==> src/core/gpt_pkg.sv <==
// Package: register map, field positions, reset values and types of the gated prescaled timer
package gpt_pkg;

	// ------------------------------------------------------------
	// Register byte offsets
	// ------------------------------------------------------------
	localparam logic [3:0] OFS_CONTROL = 4'h0;
	localparam logic [3:0] OFS_COUNT = 4'h4;
	localparam logic [3:0] OFS_PERIOD = 4'h8;
	localparam logic [3:0] OFS_STATUS = 4'hc;
	localparam logic [3:0] OFS_ENABLE = 4'h2;
	localparam int ADDR_W = 4;

	// ------------------------------------------------------------
	// Control field positions
	// ------------------------------------------------------------
	localparam int BIT_RUN = 15;
	localparam int BIT_IDLE_HALT = 13;
	localparam int BIT_GATE = 6;
	localparam int BIT_PS_HI = 5;
	localparam int BIT_PS_LO = 4;
	localparam int BIT_SYNC = 2;
	localparam int BIT_CLK_SEL = 1;
	localparam logic [15:0] CONTROL_MASK = 16'ha076;
	localparam logic [15:0] CONTROL_RESET = 16'h0000;
	localparam logic [15:0] PERIOD_RESET = 16'hffff;

	// ------------------------------------------------------------
	// Status / interrupt bits
	// ------------------------------------------------------------
	localparam int IRQ_W = 2;
	localparam int IRQ_MATCH = 0;
	localparam int IRQ_GATE_FALL = 1;

	// ------------------------------------------------------------
	// Prescale terminal counts (divide minus one)
	// ------------------------------------------------------------
	localparam logic [7:0] PS_DIV1 = 8'h00;
	localparam logic [7:0] PS_DIV8 = 8'h07;
	localparam logic [7:0] PS_DIV64 = 8'h3f;
	localparam logic [7:0] PS_DIV256 = 8'hff;

	typedef struct packed {
		logic run;
		logic idle_halt;
		logic gate_accumulate_enable;
		logic [1:0] prescale_select;
		logic ext_clock_synchronize;
		logic clock_source_select;
	} gpt_ctrl_s;

endpackage

==> src/core/gpt_sync.sv <==
// Two-flop synchroniser for a pin level
module gpt_sync (
	input wire logic clk_i,
	input wire logic srst_i,
	input wire logic d_i,
	output logic q_o
);
	logic meta_r;

	always_ff @(posedge clk_i) begin
		if (srst_i) begin
			meta_r <= 1'b0;
			q_o <= 1'b0;
		end else begin
			meta_r <= d_i;
			q_o <= meta_r;
		end
	end
endmodule

==> src/core/gpt_prescaler.sv <==
// Prescaler: turns count-clock ticks into counter increments
module gpt_prescaler (
	input wire logic clk_i,
	input wire logic srst_i,
	input wire logic clear_i,
	input wire logic tick_i,
	input wire logic [1:0] select_i,
	output logic inc_o
);
	logic [7:0] cnt_r;
	logic [7:0] terminal;
	logic at_end;

	assign terminal = (select_i == 2'h3) ? gpt_pkg::PS_DIV256 :
		(select_i == 2'h2) ? gpt_pkg::PS_DIV64 :
		(select_i == 2'h1) ? gpt_pkg::PS_DIV8 : gpt_pkg::PS_DIV1;
	assign at_end = (cnt_r >= terminal);
	assign inc_o = tick_i && at_end;

	always_ff @(posedge clk_i) begin
		if (srst_i || clear_i) begin
			cnt_r <= 8'h00;
		end else if (tick_i) begin
			cnt_r <= at_end ? 8'h00 : cnt_r + 8'h01;
		end
	end
endmodule

==> src/core/gpt_top.sv <==
// Top: gated prescaled 16-bit timer with classic Wishbone slave
// What this block does
// - 16-bit counter, timer, sync or async counter
// - Interrupt when count equals period register
// - Gated mode also interrupts on gate fall
// - Keeps counting in idle or sleep states
// - Control bit 15 starts and stops counting
// - Control bit 13 halts counter in idle
// - Bit 6 gates accumulation, internal clock only
// - Bits 5-4 prescale by 1, 8, 64, 256
// - Bit 2 synchronises external clock when set
// - Bit 1 picks external pin or internal clock
// - Unimplemented control bits read as zero
// - Implemented control bits read/write, reset zero
// - Control write while running clears prescaler
//
// The implementer's own choices: the placing of the registers and the Wishbone slave port.
module gpt_top (
	input wire logic clk_i,
	input wire logic srst_i,
	input wire logic wb_cyc_i,
	input wire logic wb_stb_i,
	input wire logic wb_we_i,
	input wire logic [gpt_pkg::ADDR_W-1:0] wb_adr_i,
	input wire logic [3:0] wb_sel_i,
	input wire logic [31:0] wb_dat_i,
	output logic [31:0] wb_dat_o,
	output logic wb_ack_o,
	input wire logic ext_count_clock_pin_i,
	input wire logic gate_pin_i,
	input wire logic cpu_idle_i,
	output logic irq_o
);
	// ------------------------------------------------------------
	// Registers
	// ------------------------------------------------------------
	gpt_pkg::gpt_ctrl_s ctrl_r;
	logic [15:0] count_r;
	logic [15:0] period_r;
	logic [gpt_pkg::IRQ_W-1:0] status_r;
	logic [gpt_pkg::IRQ_W-1:0] enable_r;
	logic ext_prev_r;
	logic gate_prev_r;

	logic ext_sync;
	logic gate_sync;
	logic ps_inc;
	logic [15:0] control_view;

	// ------------------------------------------------------------
	// Bus decode
	// ------------------------------------------------------------
	logic bus_req;
	logic bus_wr;
	logic hit_control;
	logic hit_count;
	logic hit_period;
	logic hit_status;
	logic hit_enable;
	logic hit_clear;
	logic [15:0] wr_lo;
	logic [31:0] rd_data;

	assign bus_req = wb_cyc_i && wb_stb_i && !wb_ack_o;
	assign bus_wr = bus_req && wb_we_i && (wb_sel_i[1:0] == 2'h3);
	assign hit_control = (wb_adr_i == gpt_pkg::OFS_CONTROL);
	assign hit_count = (wb_adr_i == gpt_pkg::OFS_COUNT);
	assign hit_period = (wb_adr_i == gpt_pkg::OFS_PERIOD);
	// Status reads here; a write to the same word is the clear register
	assign hit_status = (wb_adr_i == gpt_pkg::OFS_STATUS);
	assign hit_clear = hit_status;
	// Enable register has the status layout at an address of its own
	assign hit_enable = (wb_adr_i == gpt_pkg::OFS_ENABLE);
	assign wr_lo = wb_dat_i[15:0];

	assign control_view = {ctrl_r.run, 1'b0, ctrl_r.idle_halt, 6'h00, ctrl_r.gate_accumulate_enable,
		ctrl_r.prescale_select, 1'b0, ctrl_r.ext_clock_synchronize, ctrl_r.clock_source_select,
		1'b0};

	assign rd_data = hit_control ? {16'h0000, control_view} :
		hit_count ? {16'h0000, count_r} :
		hit_period ? {16'h0000, period_r} :
		hit_status ? {30'h0, status_r} :
		hit_enable ? {30'h0, enable_r} : 32'h0000_0000;

	// ------------------------------------------------------------
	// Count clock selection
	// ------------------------------------------------------------
	// Both modes see the pin through two flops; the synchronised mode adds a third stage
	logic ext_raw_r;
	logic ext_level;
	logic tick_ext;
	logic tick;
	logic gated_mode;
	logic running;
	logic gate_fall;
	logic match;

	gpt_sync u_ext_sync (
		.clk_i(clk_i),
		.srst_i(srst_i),
		.d_i(ext_count_clock_pin_i),
		.q_o(ext_sync)
	);

	gpt_sync u_gate_sync (
		.clk_i(clk_i),
		.srst_i(srst_i),
		.d_i(gate_pin_i),
		.q_o(gate_sync)
	);

	always_ff @(posedge clk_i) begin
		if (srst_i) begin
			ext_raw_r <= 1'b0;
		end else begin
			ext_raw_r <= ext_sync;
		end
	end

	assign ext_level = ctrl_r.ext_clock_synchronize ? ext_raw_r : ext_sync;
	assign tick_ext = ext_level && !ext_prev_r;
	assign gated_mode = ctrl_r.gate_accumulate_enable && !ctrl_r.clock_source_select;
	assign running = ctrl_r.run && !(ctrl_r.idle_halt && cpu_idle_i);
	assign tick = running && (ctrl_r.clock_source_select ? tick_ext :
		(!gated_mode || gate_sync));
	assign gate_fall = gated_mode && gate_prev_r && !gate_sync;
	assign match = (count_r == period_r);

	gpt_prescaler u_prescaler (
		.clk_i(clk_i),
		.srst_i(srst_i),
		.clear_i(bus_wr && hit_control && ctrl_r.run),
		.tick_i(tick),
		.select_i(ctrl_r.prescale_select),
		.inc_o(ps_inc)
	);

	// ------------------------------------------------------------
	// Edge history
	// ------------------------------------------------------------
	always_ff @(posedge clk_i) begin
		if (srst_i) begin
			ext_prev_r <= 1'b0;
			gate_prev_r <= 1'b0;
		end else begin
			ext_prev_r <= ext_level;
			gate_prev_r <= gate_sync;
		end
	end

	// ------------------------------------------------------------
	// Counter
	// ------------------------------------------------------------
	logic match_evt;
	logic [15:0] count_nxt;
	assign match_evt = ps_inc && match;
	// A bus write to the count wins over a tick in the same cycle, so a reload is never lost
	assign count_nxt = (bus_wr && hit_count) ? wr_lo :
		!ps_inc ? count_r :
		match ? 16'h0000 :
		count_r + 16'h0001;

	always_ff @(posedge clk_i) begin
		if (srst_i) begin
			count_r <= 16'h0000;
		end else begin
			count_r <= count_nxt;
		end
	end

	// ------------------------------------------------------------
	// Control and period registers
	// ------------------------------------------------------------
	gpt_pkg::gpt_ctrl_s ctrl_wr;
	gpt_pkg::gpt_ctrl_s ctrl_nxt;
	logic [15:0] period_nxt;
	assign ctrl_wr = {wr_lo[gpt_pkg::BIT_RUN], wr_lo[gpt_pkg::BIT_IDLE_HALT], wr_lo[gpt_pkg::BIT_GATE],
		wr_lo[gpt_pkg::BIT_PS_HI:gpt_pkg::BIT_PS_LO], wr_lo[gpt_pkg::BIT_SYNC],
		wr_lo[gpt_pkg::BIT_CLK_SEL]};
	assign ctrl_nxt = (bus_wr && hit_control) ? ctrl_wr : ctrl_r;
	assign period_nxt = (bus_wr && hit_period) ? wr_lo : period_r;

	always_ff @(posedge clk_i) begin
		if (srst_i) begin
			ctrl_r <= '0;
			period_r <= gpt_pkg::PERIOD_RESET;
		end else begin
			ctrl_r <= ctrl_nxt;
			period_r <= period_nxt;
		end
	end

	// ------------------------------------------------------------
	// Interrupt status, clear and enable
	// ------------------------------------------------------------
	logic [gpt_pkg::IRQ_W-1:0] events;
	logic [gpt_pkg::IRQ_W-1:0] clr_mask;
	logic [gpt_pkg::IRQ_W-1:0] enable_nxt;
	wire [gpt_pkg::IRQ_W-1:0] status_nxt;
	assign events = {gate_fall, match_evt};
	assign clr_mask = (bus_wr && hit_clear) ? wb_dat_i[gpt_pkg::IRQ_W-1:0] : '0;
	assign enable_nxt = (bus_wr && hit_enable) ? wb_dat_i[gpt_pkg::IRQ_W-1:0] : enable_r;

	// An event in the same cycle as its clear wins, so no event is lost to a late clear
	for (genvar i = 0; i < gpt_pkg::IRQ_W; i++) begin : g_status
		assign status_nxt[i] = events[i] || (status_r[i] && !clr_mask[i]);
	end

	always_ff @(posedge clk_i) begin
		if (srst_i) begin
			status_r <= '0;
			enable_r <= '0;
		end else begin
			status_r <= status_nxt;
			enable_r <= enable_nxt;
		end
	end

	// ------------------------------------------------------------
	// Bus answer and interrupt output
	// ------------------------------------------------------------
	logic [31:0] dat_nxt;
	logic irq_nxt;
	assign dat_nxt = bus_req ? rd_data : 32'h0000_0000;
	// Taken from next-cycle state so the level tracks status and enable with no extra lag
	assign irq_nxt = |(status_nxt & enable_nxt);

	always_ff @(posedge clk_i) begin
		if (srst_i) begin
			wb_ack_o <= 1'b0;
			wb_dat_o <= 32'h0000_0000;
			irq_o <= 1'b0;
		end else begin
			wb_ack_o <= bus_req;
			wb_dat_o <= dat_nxt;
			irq_o <= irq_nxt;
		end
	end
endmodule

==> config.mk <==
export PLATFORM = sky130hd
export DESIGN_NAME = gpt_top
export DESIGN_NICKNAME = d
export VERILOG_FILES = /design/src/core/gpt_pkg.sv /design/src/core/gpt_sync.sv /design/src/core/gpt_prescaler.sv /design/src/core/gpt_top.sv
export SDC_FILE = /design/constraint.sdc
export NUM_CORES = 1
export LEC_CHECK = 0
export ABC_CLOCK_PERIOD_IN_PS = 3400
export BUFFER_PORTS_ARGS = -buffer_cell sky130_fd_sc_hd__buf_4
export CAP_MARGIN = 25
export CORE_MARGIN = 8
export CORE_UTILIZATION = 45
export CTS_CLUSTER_SIZE = 24
export DETAILED_ROUTE_END_ITERATION = 10
export PLACE_DENSITY = 0.64
export SLEW_MARGIN = 30
export SYNTH_ARGS = -nofsm -noshare
export SYNTH_HDL_FRONTEND = slang
export SYNTH_HIERARCHICAL = 1
export SYNTH_SLANG_ARGS = --single-unit
export TNS_END_PERCENT = 1
==> constraint.sdc <==
create_clock -name clk_i -period 3.4 [get_ports clk_i]
set_input_delay 1.02 -clock clk_i [delete_from_list [all_inputs] [get_ports clk_i]]
set_output_delay 1.02 -clock clk_i [all_outputs]
set_load 0.02 [all_outputs]
* Yosys cells after proc, flatten, opt, wreduce, memory -nomap -nowiden
Index checks and enable logic that the tools add are counted.
** Word-level totals
- Register bits after elaboration :: 92
- Latch bits :: 0
- Memory bits (writable) :: 0
- ROM bits :: 0
- Input bits :: 48
- Output and inout bits :: 34
- Memories kept :: 0
** Cells by class
- $add $sub $neg :: 2
- Multiply operators :: 0
- Div/mod/pow operators :: 0
- $lt $le $gt $ge :: 1
- Eq/ne operators :: 9
- Shifts and indexed selects :: 0
- Multiplexer cells :: 16
- Bitwise logic cells :: 2
- Reductions and logical operators :: 39
** Operators with widths (number)
- 2-to-1 mux 16 bit :: 6
- 2-to-1 mux 8 bit :: 3
- logical AND 1 bit :: 21
- adder 16 x 1 -> 16 bit (second input constant) :: 1
- equality test 16 bit :: 1
- adder 8 x 1 -> 8 bit (second input constant) :: 1
- equality test 4 bit (second input constant) :: 2
- >= comparator 8 bit :: 1
- logical NOT 1 bit :: 8
- 2-to-1 mux 2 bit :: 4
- equality test 2 bit (second input constant) :: 3
- OR reduction 6 bit :: 1
- equality test 4 x 2 -> 1 bit (second input constant) :: 1
- equality test 4 x 3 -> 1 bit (second input constant) :: 1
- logical NOT 4 bit :: 1
- logical OR 1 bit :: 4
- OR reduction 2 bit :: 2
- 2-to-1 mux 3 bit :: 1
- OR reduction 3 bit :: 1
- bitwise AND 2 bit :: 1
- equality test 2 x 1 -> 1 bit (second input constant) :: 1
- 2-to-1 mux 1 bit :: 2
- nonzero test 2 bit :: 1
- NOT 1 bit :: 1

* Longest topological paths before layout
Gate-level depths: netlist of the first run.
- Word-level depth :: 11
- Depth in mapped cells :: 10
- Gate-level depth less buffers :: 9

* By module
Netlist of the first run, hierarchy kept.
** By module, submodules not included
- gpt_top :: times used 1, cells an instance 354, area an instance 3295.7 µm², seq. area each 1281.2 µm²
- gpt_prescaler :: times used 1, cells an instance 65, area an instance 553.0 µm², seq. area each 160.2 µm²
- gpt_sync :: times used 2, cells an instance 4, area an instance 52.6 µm², seq. area each 40.0 µm²

* Worst setup path after synthesis of the first run
Ideal clock, no wire load.
- Path type :: input to register
- From :: in cpu_idle_i
- To :: reg count_r[3]
- Setup time :: 74 ps
- Arrival time :: 2705 ps
- Required time :: 3326 ps
- Setup slack :: 622 ps
- Cell stages on the path :: 8
- Path through :: nand2_1 -> and4_1 -> clkinv_1 -> nor2_1 -> or4b_4 -> buf_6 -> buf_6 -> o22ai_2
** Between the ends
- Longest elaborated chain between the ends :: 6
** RTL lines
- from (decl) :: line gpt_top.sv:31 : input wire logic cpu_idle_i,
- logical AND 1 bit :: line gpt_top.sv:124 : assign running = ctrl_r.run && !(ctrl_r.idle_halt && cpu_idle_i);
- logical NOT 1 bit :: line gpt_top.sv:124
- logical AND 1 bit :: line gpt_top.sv:124
- logical AND 1 bit :: line gpt_top.sv:125 : assign tick = running && (ctrl_r.clock_source_select ? tick_ext :
- via tick :: line gpt_top.sv:93 : logic tick;
- logical AND 1 bit :: line gpt_prescaler.sv:18 : assign inc_o = tick_i && at_end;
- via ps_inc :: line gpt_top.sv:47 : logic ps_inc;
- nonzero test 2 bit (no line)
- to (signal assigned) :: line gpt_top.sv:168 : count_r <= count_nxt;
- to (decl) :: line gpt_top.sv:38 : logic [15:0] count_r;
The timed path passes the listed nets, and every way through them passes these cells.
A chain may end at the register's enable or synchronous reset.

* Worst setup path after layout of the first run
- From :: reg ctrl_r, in the netlist control_view[5]
- To :: reg irq_o
** Between the ends
- Longest elaborated chain between the ends :: 10
- Elaborated cells on any way between the ends :: 12
** RTL lines
- from (decl) :: line gpt_top.sv:37 : gpt_pkg::gpt_ctrl_s ctrl_r;
- from (signal assigned) :: line gpt_top.sv:189 : ctrl_r <= ctrl_nxt;
- equality test 2 x 1 -> 1 bit :: line gpt_prescaler.sv:16 : (select_i == 2'h1) ? gpt_pkg::PS_DIV8 : gpt_pkg::PS_DIV1;
- 2-to-1 mux 3 bit :: line gpt_prescaler.sv:16
- 2-to-1 mux 8 bit :: line gpt_prescaler.sv:15 : (select_i == 2'h2) ? gpt_pkg::PS_DIV64 :
- 2-to-1 mux 8 bit (*) :: line gpt_prescaler.sv:14 : assign terminal = (select_i == 2'h3) ? gpt_pkg::PS_DIV256 :
- >= comparator 8 bit (*) :: line gpt_prescaler.sv:17 : assign at_end = (cnt_r >= terminal);
- logical AND 1 bit (*) :: line gpt_prescaler.sv:18
- via ps_inc :: line gpt_top.sv:47
- logical AND 1 bit (*) :: line gpt_top.sv:157 : assign match_evt = ps_inc && match;
- logical OR 1 bit (*) :: line gpt_top.sv:207 : assign status_nxt[i] = events[i] || (status_r[i] && !clr_mask[i]);
- bitwise AND 2 bit (*) :: line gpt_top.sv:227 : assign irq_nxt = |(status_nxt & enable_nxt);
- OR reduction 2 bit (*) :: line gpt_top.sv:227
- to (signal assigned) :: line gpt_top.sv:237 : irq_o <= irq_nxt;
- to (decl) :: line gpt_top.sv:32 : output logic irq_o
Mark *: on every way through the listed nets, which the timed path passes. The rest lies on a longest branch.

==> metrics, run 1 <==
status finished clean; worst clock skew just under 0.007 ns; vias in the first global route around 3100; post-cts sizing count 0; Critical Path, Cell by Cell inv_1 > ha_1 > o211a_1 > a211o_1 > a311oi_4 > nor2_1 > buf_4 > a22oi_1 > o32ai_1; number of routed nets with antenna violations 0; Fillers a little over 800; crit path time final approximately 2.7 ns; setup slack, reg-to-reg slightly below 0.7 ns; cts hold-fix bufs 0; Tcrit/Tclk final about 80%; TritonCTS Sinks 76; area of the multi-input gates between 0.002 and 0.0025 mm^2; Yosys warning count 6; post-synthesis instance total between 400 and 500; Pwr Density 410 mW/mm^2; Final Non-Filler Cells slightly below 600; TritonRoute pass-1 iters 5; Area growth syn-to-layout 14.9%; Slew headroom approximately 48%; mapped cell area a little under 0.004 mm^2; worst-path maximum fanout 17; routed vias/inst ~5.5; sequential cell area between 0.0015 and 0.002 mm^2; Worst Hold Class flip-flop to flip-flop; Unique masters post-synth 53; Arr. time, crit path between 2 and 3 ns; first-pass GRT wire length approximately 16000 um; Avg WL per Cell approximately 17 um; number of remaining DRC errors 0; Initial Util about 46%; HPWL after DPL 6730 um; Clock transition at path regs approximately 0.08 ns; Switching Fraction a little over a fifth; share of layout cells above drive strength 1 between 10% and 20%; CORE AREA ~0.0086 mm^2; cts bufs inserted 9; sequential power share about half; CTS tree yes; Setup Total Neg Slack 0 ns; number of synthesized flops with an enable pin 0; Peak VDD IR between 150 and 200 uV; sequential share of the synthesized area 38.5%; largest net degree at the start of global routing 33; max incr delay on CP 0.53 ns; total track usage between 10% and 20%; Crit-path slowest cell a311oi_4; FFs w/ async S/R, synth 0%; insertion delay to the later sink of the worst-skew pair between 0.3 and 0.4 ns; Final Hold Viols 0; maximum clock frequency 0.370 GHz; Fin Hold WS ~0.45 ns; WL final approximately 9500 um; Worst Path Buf+Inv 2; RSZ-0062 raised after global routing false; flop and latch count out of synthesis 76; CTS Buffer Depth 2; Worst Path Class, Setup flip-flop to flip-flop; Final Max Slew Viols 0; Via Count about 3200; NetSw about 400 uW; Starting DRT DRC Count 120; DIE HEIGHT around 110 um; Inserted Diodes 0; endpoint class of the critical path flip-flop; initial antenna violation count 0; Worst-Margin Slew roughly 0.78 ns; routability cong. ~0.79; # nets final between 500 and 600; CP Launch Type flip-flop; Max-Cap Viols 0; Most used DFF post-synth dfxtp_1; internal cell power between 1000 and 1500 uW; row count 34; endpoints failing setup 0; setup bufs post-CTS 0; Avg Inst Size Synth just over 9 um^2; H-tree levels 3; Largest delay share family, worst path compound AO/OA/AOI/OAI gates; Worst Path Required between 3 and 4 ns; P_leak 0.00164 uW; clock share of power a little under half; chip width 110 um; Die ar. approximately 0.012 mm^2; global route total overflow 0; Comb pwr share under 10%; IO buf count 47; Root Driver clkbuf_8; Placed Cells incl. Taps about 560; IO Count 82
-- worst register-to-register path, stage by stage, from the launching register on --
cell and delay, ns:
dfxtp_1 0.40, inv_1 0.11, ha_1 0.32, o211a_1 0.13, a211o_1 0.30, a311oi_4 0.53, nor2_1 0.14, buf_4 0.24
a22oi_1 0.27, o32ai_1 0.14
-- synthesized netlist by cell type, types with 11 or more instances --
| cell | n | area, um^2 |
|---|---|---|
| nor2b_1 | 40 | 250 |
| a22oi_1 | 15 | 113 |
| a21oi_1 | 11 | 55.1 |
| xnor2_1 | 21 | 184 |
| nand4_1 | 11 | 68.8 |
| clkbuf_1 | 15 | 56.3 |
| a211o_1 | 17 | 149 |
| nor2_1 | 44 | 165 |
| mux2i_1 | 28 | 280 |
| nand2_1 | 16 | 60.1 |
| nand3_1 | 13 | 65.1 |
| buf_4 | 16 | 120 |
| dfxtp_1 | 76 | 1520 |
| xor2_1 | 12 | 105 |
-- layer usage --
metal  track usage, %  vias up  routed length [um]
li1                 -     1541                   -
met1             21.2     1519                4450
met2             27.1       79                4450
met3             3.34       14                 475
met4             6.46        0                 166
met5                0        -                   0
-- power by group through the flow --
stage	Sequential, uW	Combinational, uW	Clock [uW]
global placement	918	107	0
detailed placement	918	108	0
global route	898	117	922
floorplan	919	70.4	0
finish	897	109	854
CTS	897	108	877
-- cells in the final DEF, fill, tap and decap left out, drive strengths merged, types with 2 or more instances in the layout --
cell type	netlist	routed
or2	3	3
inv	7	7
a22oi	15	15
nor3	7	7
a21boi	2	2
a31oi	3	3
nor4	4	4
nand3	13	13
a211o	17	17
nor2b	40	40
bufinv	0	3
a311oi	2	2
mux2i	28	28
nand3b	3	3
and3	4	4
o22ai	16	16
nand2	16	16
a21oi	11	11
nor2	44	44
dfxtp	76	76
clkbuf	16	12
xor2	12	12
conb	1	16
nand4	11	11
clkinv	1	2
o21ai	2	2
xnor2	21	21
and4	3	3
buf	27	54
and2	4	4
ha	8	8
-- registers in the layout, summed over array words and instances, names as in the netlist --
name                cells
control_view            7
count_r                16
enable_r                2
ext_prev_r              1
ext_raw_r               1
gate_prev_r             1
irq_o                   1
period_r               16
status_r                2
u_ext_sync/meta_r       1
u_ext_sync/q_o          1
u_gate_sync/meta_r      1
u_gate_sync/q_o         1
u_prescaler/cnt_r       8
wb_ack_o                1
wb_dat_o               16
-- layout make-up --
class | count | area share [%]
sequential | 76 | 33.5
timing repair buffer | 54 | 8.93
clock inverter | 4 | 2.09
multi-input combinational | 315 | 48.4
inverter | 8 | 0.661
tap | 108 | 2.98
clock buffer | 12 | 3.42
-- worst paths after layout --
path | from | endpoint | cells after the start
min reg2reg | u_gate_sync/meta_r | u_gate_sync/q_o | 1
max | control_view[5] | irq_o | 9
max reg2reg | control_view[5] | irq_o | 9
min | u_gate_sync/meta_r | u_gate_sync/q_o | 1
-- through the flow --
stage	instance area, um^2	utilization [%]	total power, uW	setup WS, ns
6_report	4540	52.6	1860	0.695
5_1_grt	4540	52.6	1940	0.483
4_1_cts	4540	52.6	1880	0.697
3_5_place_dp	4290	49.7	1030	0.492
3_3_place_gp	4290	49.7	1020	0.546
2_1_floorplan	4010	-	990	0.622
-- cell families after synthesis --
group / count (synthesis) / synth area share, %
other: 1 / 0.0948
and+or+nand+nor: 157 / 21.9
muxes: 28 / 7.09
DFF: 76 / 38.5
AOI/OAI and AO/OA: 73 / 15.3
buffers and inverters: 51 / 7.31
adders and majority gates: 8 / 2.53
xor gates and xnor gates: 33 / 7.31
Power figures use the tool's default switching activity.
==> inputs of run 2 (changes only) <==
--- a/config.mk
+++ b/config.mk
@@ -5,14 +5,14 @@
 export SDC_FILE = /design/constraint.sdc
 export NUM_CORES = 1
 export LEC_CHECK = 0
-export ABC_CLOCK_PERIOD_IN_PS = 3400
+export ABC_CLOCK_PERIOD_IN_PS = 2200
 export BUFFER_PORTS_ARGS = -buffer_cell sky130_fd_sc_hd__buf_4
 export CAP_MARGIN = 25
 export CORE_MARGIN = 8
 export CORE_UTILIZATION = 45
 export CTS_CLUSTER_SIZE = 24
 export DETAILED_ROUTE_END_ITERATION = 10
-export PLACE_DENSITY = 0.64
+export PLACE_DENSITY = 0.66
 export SLEW_MARGIN = 30
 export SYNTH_ARGS = -nofsm -noshare
 export SYNTH_HDL_FRONTEND = slang
==> constraint.sdc (replaced) <==
create_clock -name clk_i -period 2.2 [get_ports clk_i]
set_input_delay 0.66 -clock clk_i [delete_from_list [all_inputs] [get_ports clk_i]]
set_output_delay 0.66 -clock clk_i [all_outputs]
set_load 0.02 [all_outputs]
==> metrics, run 2 (synthesis gave the netlist of run 1 again) <==
Pwr Density 550 mW/mm^2 (was 410 mW/mm^2); share of layout cells above drive strength 1 27.7% (was 19.2%); P_leak 0.00177 uW (was 0.00164 uW); CORE AREA 0.00864 mm^2 (unchanged); IO Count 82 (unchanged); global route total overflow 0 (unchanged); cts hold-fix bufs 0 (unchanged); Setup Total Neg Slack 0 ns (unchanged); Area growth syn-to-layout 22.6% (was 14.9%); worst clock skew 0.00589 ns (was 0.00683 ns); first-pass GRT wire length 16000 um (was 15700 um); Starting DRT DRC Count 115 (was 120); Critical Path, Cell by Cell inv_2 > ha_1 > o211a_1 > a211o_1 > a311oi_4 > nor2_4 > buf_12 > nor2b_1 > mux2i_1 > o22ai_2 (was inv_1 > ha_1 > o211a_1 > a211o_1 > a311oi_4 > nor2_1 > buf_4 > a22oi_1 > o32ai_1); area of the multi-input gates 0.00232 mm^2 (was 0.00220 mm^2); status finished clean (unchanged); routed vias/inst 5.33 (was 5.46); Setup WS pre-CTS -0.0517 ns (was 0.492 ns); RSZ-0062 raised after global routing true (was false); Final Non-Filler Cells 603 (was 577); crit path time final 2.20 ns (was 2.71 ns); Root Driver clkbuf_8 (unchanged); Tcrit/Tclk final 99.8% (was 79.6%); Slew headroom 45.1% (was 47.9%); Worst-Margin Slew 0.818 ns (was 0.777 ns); CTS Buffer Depth 2 (unchanged); IO buf count 47 (unchanged); endpoints failing setup 0 (unchanged); vias in the first global route 3234 (was 3086); total track usage 16.9% (was 16.6%); Via Count 3217 (was 3153); Worst Path Buf+Inv 2 (unchanged); Worst Path Class, Setup flip-flop to flip-flop (unchanged); Worst Path Required 2.48 ns (was 3.62 ns); Die ar. 0.0120 mm^2 (unchanged); post-route setup slack 0.00413 ns (was 0.695 ns); commonest cells after routing, fill and taps aside buf_4 (75), dfxtp_1 (74), nor2_1 (42) (was dfxtp_1 (76), buf_4 (54), nor2_1 (44)); largest net degree at the start of global routing 35 (was 33); HPWL after DPL 7180 um (was 6730 um); Crit-path slowest cell dfxtp_4 (was a311oi_4); cts bufs inserted 9 (unchanged); Final Hold Viols 0 (unchanged); setup bufs post-CTS 0 (unchanged); Max-Cap Viols 0 (unchanged); row count 34 (unchanged); Peak VDD IR 240 uV (was 176 uV); number of remaining DRC errors 0 (unchanged); Largest regs count_r x16, period_r x16, wb_dat_o x16 (unchanged); sequential cell area 0.00153 mm^2 (was 0.00152 mm^2); commonest non-fill, non-tap cell in the layout buf_4 (was dfxtp_1); Initial Util 45.8% (unchanged); TritonCTS Sinks 76 (unchanged); Placed Cells incl. Taps 586 (was 561); Avg WL per Cell 16.4 um (was 16.5 um); insertion delay to the later sink of the worst-skew pair 0.35 ns (about the same); Arr. time, crit path 2.47 ns (was 2.93 ns); max incr delay on CP 0.37 ns (was 0.53 ns); initial antenna violation count 0 (unchanged); Fillers 784 (was 823); chip width 110 um (unchanged); H-tree levels 3 (unchanged); post-layout util 56.1% (was 52.6%); maximum clock frequency 0.455 GHz (was 0.370 GHz); CTS tree yes (unchanged); DIE HEIGHT 110 um (unchanged); Inserted Diodes 0 (unchanged); endpoint class of the critical path flip-flop (unchanged); number of routed nets with antenna violations 0 (unchanged); Largest delay share family, worst path compound AO/OA/AOI/OAI gates (unchanged); worst-path maximum fanout 17 (unchanged); Worst Hold Class flip-flop to flip-flop (unchanged); Clock transition at path regs 0.08 ns (about the same); TritonRoute pass-1 iters 4 (was 5); # nets final 546 (was 520); routability cong. 0.829 (was 0.794); WL final 9890 um (was 9540 um); Final Max Slew Viols 0 (unchanged); CP Launch Type flip-flop (unchanged)
-- run 2: cell types whose count changed in the layout (fill, tap and decap cells not counted), moves of 2 or more --
cell,delta
buf_4,+21
o22ai_1,-5
o22ai_2,+5
buf_12,+3
ha_1,-3
ha_4,+3
bufinv_16,-2
clkinv_2,+2
dfxtp_1,-2
nor2_1,-2
-- run 2: worst reg2reg max path, delay by kind of cell, from the launching register on --
family / cells / cell delay (ns)
AOI/OAI and AO/OA: 4 / 0.90
adders and majority gates: 1 / 0.31
buffers and inverters: 2 / 0.21
DFF: 1 / 0.37
muxes: 1 / 0.10
and+or+nand+nor: 2 / 0.23
-- run 2: final timing paths --
check / to / start / slack, ns / cells after the start
max: count_r[14] / control_view[5] / 0.004 / 10
min: u_gate_sync/q_o / u_gate_sync/meta_r / 0.46 / 1
max reg2reg: count_r[14] / control_view[5] / 0.004 / 10
min reg2reg: u_gate_sync/q_o / u_gate_sync/meta_r / 0.46 / 1
-- run 2: metal layers --
metal | global-route usage (%) | share of wire [%] | vias up
met1 | 21.5 | 46 | 1533
li1 | - | - | 1607
met5 | 0 | 0 | -
met4 | 6.85 | 1.9 | 0
met3 | 2.99 | 4.3 | 15
met2 | 27.6 | 48 | 62
-- run 2: layout make-up --
class                           instances  share of cell area, %
Clock buffer                           12                   3.20
Clock inverter                          4                  0.981
Inverter                                8                  0.645
Multi-Input combinational cell        316                   47.8
Sequential cell                        76                   31.5
Tap cell                              108                   2.79
Timing Repair Buffer                   79                   13.1
-- run 2: metrics by stage --
step | cell area, um^2 | hold slack (ns) | total power (uW)
floorplan | 4040 | 0.414 | 1530
global placement | 4520 | 0.421 | 1590
detailed placement | 4520 | 0.437 | 1600
CTS | 4730 | 0.459 | 2690
global route | 4850 | 0.472 | 2760
finish | 4850 | 0.456 | 2660
-- run 2: where the power goes --
part | switching (uW) | internal (uW)
sequential | 3.32 | 1380
clock | 514 | 583
combinational | 111 | 71.3
total | 629 | 2040
-- run 2: repair_timing --
| item | in CTS | in global routing |
|---|---|---|
| pin swaps | 2 | 9 |
| resized for setup | 2 | 20 |
| cloned | 0 | 1 |
| setup endpoints to repair | 9 | 18 |
==> inputs of run 3 (changes only) <==
--- a/config.mk
+++ b/config.mk
@@ -5,11 +5,13 @@
 export SDC_FILE = /design/constraint.sdc
 export NUM_CORES = 1
 export LEC_CHECK = 0
+export ABC_AREA = 1
 export ABC_CLOCK_PERIOD_IN_PS = 2200
 export BUFFER_PORTS_ARGS = -buffer_cell sky130_fd_sc_hd__buf_4
 export CAP_MARGIN = 25
 export CORE_MARGIN = 8
 export CORE_UTILIZATION = 45
+export CTS_BUF_LIST = sky130_fd_sc_hd__clkbuf_16
 export CTS_CLUSTER_SIZE = 24
 export DETAILED_ROUTE_END_ITERATION = 10
 export PLACE_DENSITY = 0.66
==> metrics, run 3 <==
endpoint class of the critical path flip-flop (unchanged); HPWL after DPL 7890 um (was 7180 um); share of layout cells above drive strength 1 16.0% (was 27.7%); NetSw 668 uW (was 629 uW); DIE HEIGHT 113 um (was 110 um); Synth top area share 36.1% (was 38.5%); Arr. time, crit path 2.29 ns (was 2.47 ns); top cells by count, synth nand2_1 (166), inv_1 (90), dfxtp_1 (76) (was dfxtp_1 (76), nor2_1 (44), nor2b_1 (40)); CORE AREA 0.00915 mm^2 (was 0.00864 mm^2); Worst Path Class, Setup flip-flop to flip-flop (unchanged); endpoints failing setup 0 (unchanged); chip width 113 um (was 110 um); worst-path maximum fanout 12 (was 17); Unique masters post-synth 36 (was 53); Worst Hold Class flip-flop to flip-flop (unchanged); Pwr Density 618 mW/mm^2 (was 550 mW/mm^2); internal cell power 2420 uW (was 2040 uW); # nets final 729 (was 546); WL final 10500 um (was 9890 um); TritonCTS Sinks 76 (unchanged); global route total overflow 0 (unchanged); cts bufs inserted 9 (unchanged); Crit-path slowest cell dfxtp_4 (unchanged); max incr delay on CP 0.37 ns (about the same); Tcrit/Tclk final 92.4% (was 99.8%); top cells by area, synth dfxtp_1 (36%), nand2_1 (15%), inv_1 (8.0%), nand3_1 (7.1%), a21oi_1 (4.6%) (was dfxtp_1 (38%), mux2i_1 (7.1%), nor2b_1 (6.3%), xnor2_1 (4.7%), nor2_1 (4.2%)); Comb pwr share 5.6% (was 6.9%); number of remaining DRC errors 0 (unchanged); Most used DFF post-synth dfxtp_1 (unchanged); Initial Util 46.1% (was 45.8%); FFs w/ async S/R, synth 0% (unchanged); Starting DRT DRC Count 169 (was 115); flop and latch count out of synthesis 76 (unchanged); worst clock skew 0.00429 ns (was 0.00589 ns); cts hold-fix bufs 0 (unchanged); routed vias/inst 4.97 (was 5.33); setup slack, reg-to-reg 0.17 ns (was 0.004 ns); Top cell by count, worst path nand2_1; first-pass GRT wire length 18100 um (was 16000 um); number of routed nets with antenna violations 0 (unchanged); Worst Path Required 2.46 ns (was 2.48 ns); commonest non-fill, non-tap cell in the layout nand2_1 (was buf_4); P_leak 0.00233 uW (was 0.00177 uW); CTS Buffer Depth 2 (unchanged); CTS tree yes (unchanged); clock share of power 49.5% (was 41.2%); area leader, netlist dfxtp_1 (unchanged); Max-Cap Viols 0 (unchanged); CP Launch Type flip-flop (unchanged); Fillers 893 (was 784); TritonRoute pass-1 iters 6 (was 4); Final Max Slew Viols 0 (unchanged); number of synthesized flops with an enable pin 0 (unchanged); initial antenna violation count 0 (unchanged); Setup Total Neg Slack 0 ns (unchanged); Avg Inst Size Synth 6.79 um^2 (was 9.26 um^2); post-layout util 54.7% (was 56.1%); maximum clock frequency 0.492 GHz (was 0.455 GHz); sequential share of the synthesized area 36.1% (was 38.5%); sequential power share 44.9% (was 52.0%); Root Driver clkbuf_16 (was clkbuf_8); crit path time final 2.03 ns (was 2.20 ns); Largest regs count_r x16, period_r x16, wb_dat_o x16 (unchanged); largest net degree at the start of global routing 18 (was 35); H-tree levels 3 (unchanged); Via Count 3915 (was 3217); commonest cells after routing, fill and taps aside nand2_1 (166), inv_1 (91), dfxtp_1 (74) (was buf_4 (75), dfxtp_1 (74), nor2_1 (42)); status finished clean (unchanged); Clock transition at path regs 0.05 ns (was 0.08 ns); Die ar. 0.0127 mm^2 (was 0.0120 mm^2); row count 35 (was 34); Critical Path, Cell by Cell nor2_4 > ha_1 > inv_1 > nand2_1 > nand2_1 > nand2_1 > nand2_1 > nand2_1 > nand2_1 > nand2_1 > nand2_1 > inv_1 > inv_2 > a21oi_4 > buf_12 > nand3_1 > a21oi_1 (was inv_2 > ha_1 > o211a_1 > a211o_1 > a311oi_4 > nor2_4 > buf_12 > nor2b_1 > mux2i_1 > o22ai_2); Peak VDD IR 308 uV (was 240 uV); insertion delay to the later sink of the worst-skew pair 0.33 ns (was 0.35 ns); Inserted Diodes 0 (unchanged); IO buf count 47 (unchanged); Area growth syn-to-layout 18.5% (was 22.6%); routability cong. 0.865 (was 0.829); Avg WL per Cell 13.3 um (was 16.4 um); Final Hold Viols 0 (unchanged); Yosys warning count 6 (unchanged); mapped cell area 0.00422 mm^2 (was 0.00395 mm^2); top-count cell post-synth nand2_1 (was dfxtp_1); vias in the first global route 3851 (was 3234); RSZ-0062 raised after global routing false (was true); total track usage 17.3% (was 16.9%); post-synthesis instance total 622 (was 427); Switching Fraction 21.6% (was 23.6%); IO Count 82 (unchanged)
-- run 3: cell count changes after synthesis, moves of 9 or more --
cell,before,now
a211o_1,17,0
a22oi_1,15,0
inv_1,7,90
clkbuf_1,15,6
xnor2_1,21,3
o21ai_0,1,18
nand2_1,16,166
nor2b_1,40,0
mux2i_1,28,1
o211ai_1,0,16
a21oi_1,11,39
nand3_1,13,60
o22ai_2,10,0
-- run 3: what timing repair did --
item / in CTS / in global routing
setup buffers: 0 / 0
endpoints found under the setup margin: 0 / 16
gates resized for setup: 0 / 10
-- run 3: cells by family after synthesis --
logic type      synth area share [%]
other cells                   0.0889
mux                            0.237
buf+inv                         15.0
compound gates                  11.7
fa+ha+maj                       2.37
simple gates                    31.9
flops                           36.1
xor+xnor                        2.70
-- run 3: power groups by stage --
stage / clock network [uW] / logic (uW) / registers (uW)
final: 1530 / 172 / 1390
after global routing: 1630 / 187 / 1390
after CTS: 1570 / 172 / 1390
after detailed placement: 0 / 171 / 1420
after global placement: 0 / 169 / 1420
after floorplan: 0 / 103 / 1420
-- run 3: final cells by class --
class	instances	area (um^2)	share of cell area (%)
Multi-Input combinational cell	427	2140	42.8
Sequential cell	76	1530	30.5
Clock buffer	9	225	4.50
Inverter	95	359	7.18
Clock inverter	6	81.3	1.63
Timing Repair Buffer	64	531	10.6
Tap cell	111	139	2.78
-- run 3: routing by layer --
layer  vias up  global-route usage (%)  share of wire, %
met5         -                       0                 0
met2        80                    29.2                48
met3         8                    3.99               4.6
met4         0                    4.95               1.0
met1      1795                    21.4                47
li1       2032                       -                 -
-- run 3: critical path: cells and delay by family, from the launching register on --
kind                       cells  cell delay, ns
buffers and inverters          4            0.39
DFF                            1            0.37
adders and majority gates      1            0.31
AOI/OAI and AO/OA              2            0.31
and+or+nand+nor               10            0.56
-- run 3: worst paths after layout --
kind                      from             end  depth (start not counted)
max reg2reg    control_view[5]      count_r[6]                         17
min          u_ext_sync/meta_r  u_ext_sync/q_o                          2
max            control_view[5]      count_r[6]                         17
min reg2reg  u_ext_sync/meta_r  u_ext_sync/q_o                          2
-- run 3: through the flow --
stage,power (uW),area (um^2),cells,hold slack (ns),setup WS [ns]
final,3090,5000,788,0.409,0.166
after global routing,3200,5000,788,0.431,0.0229
after CTS,3120,4970,788,0.405,0.0540
after detailed placement,1590,4670,773,0.396,0.0785
after global placement,1590,4670,773,0.397,0.137
after floorplan,1520,4280,637,0.388,0.0540
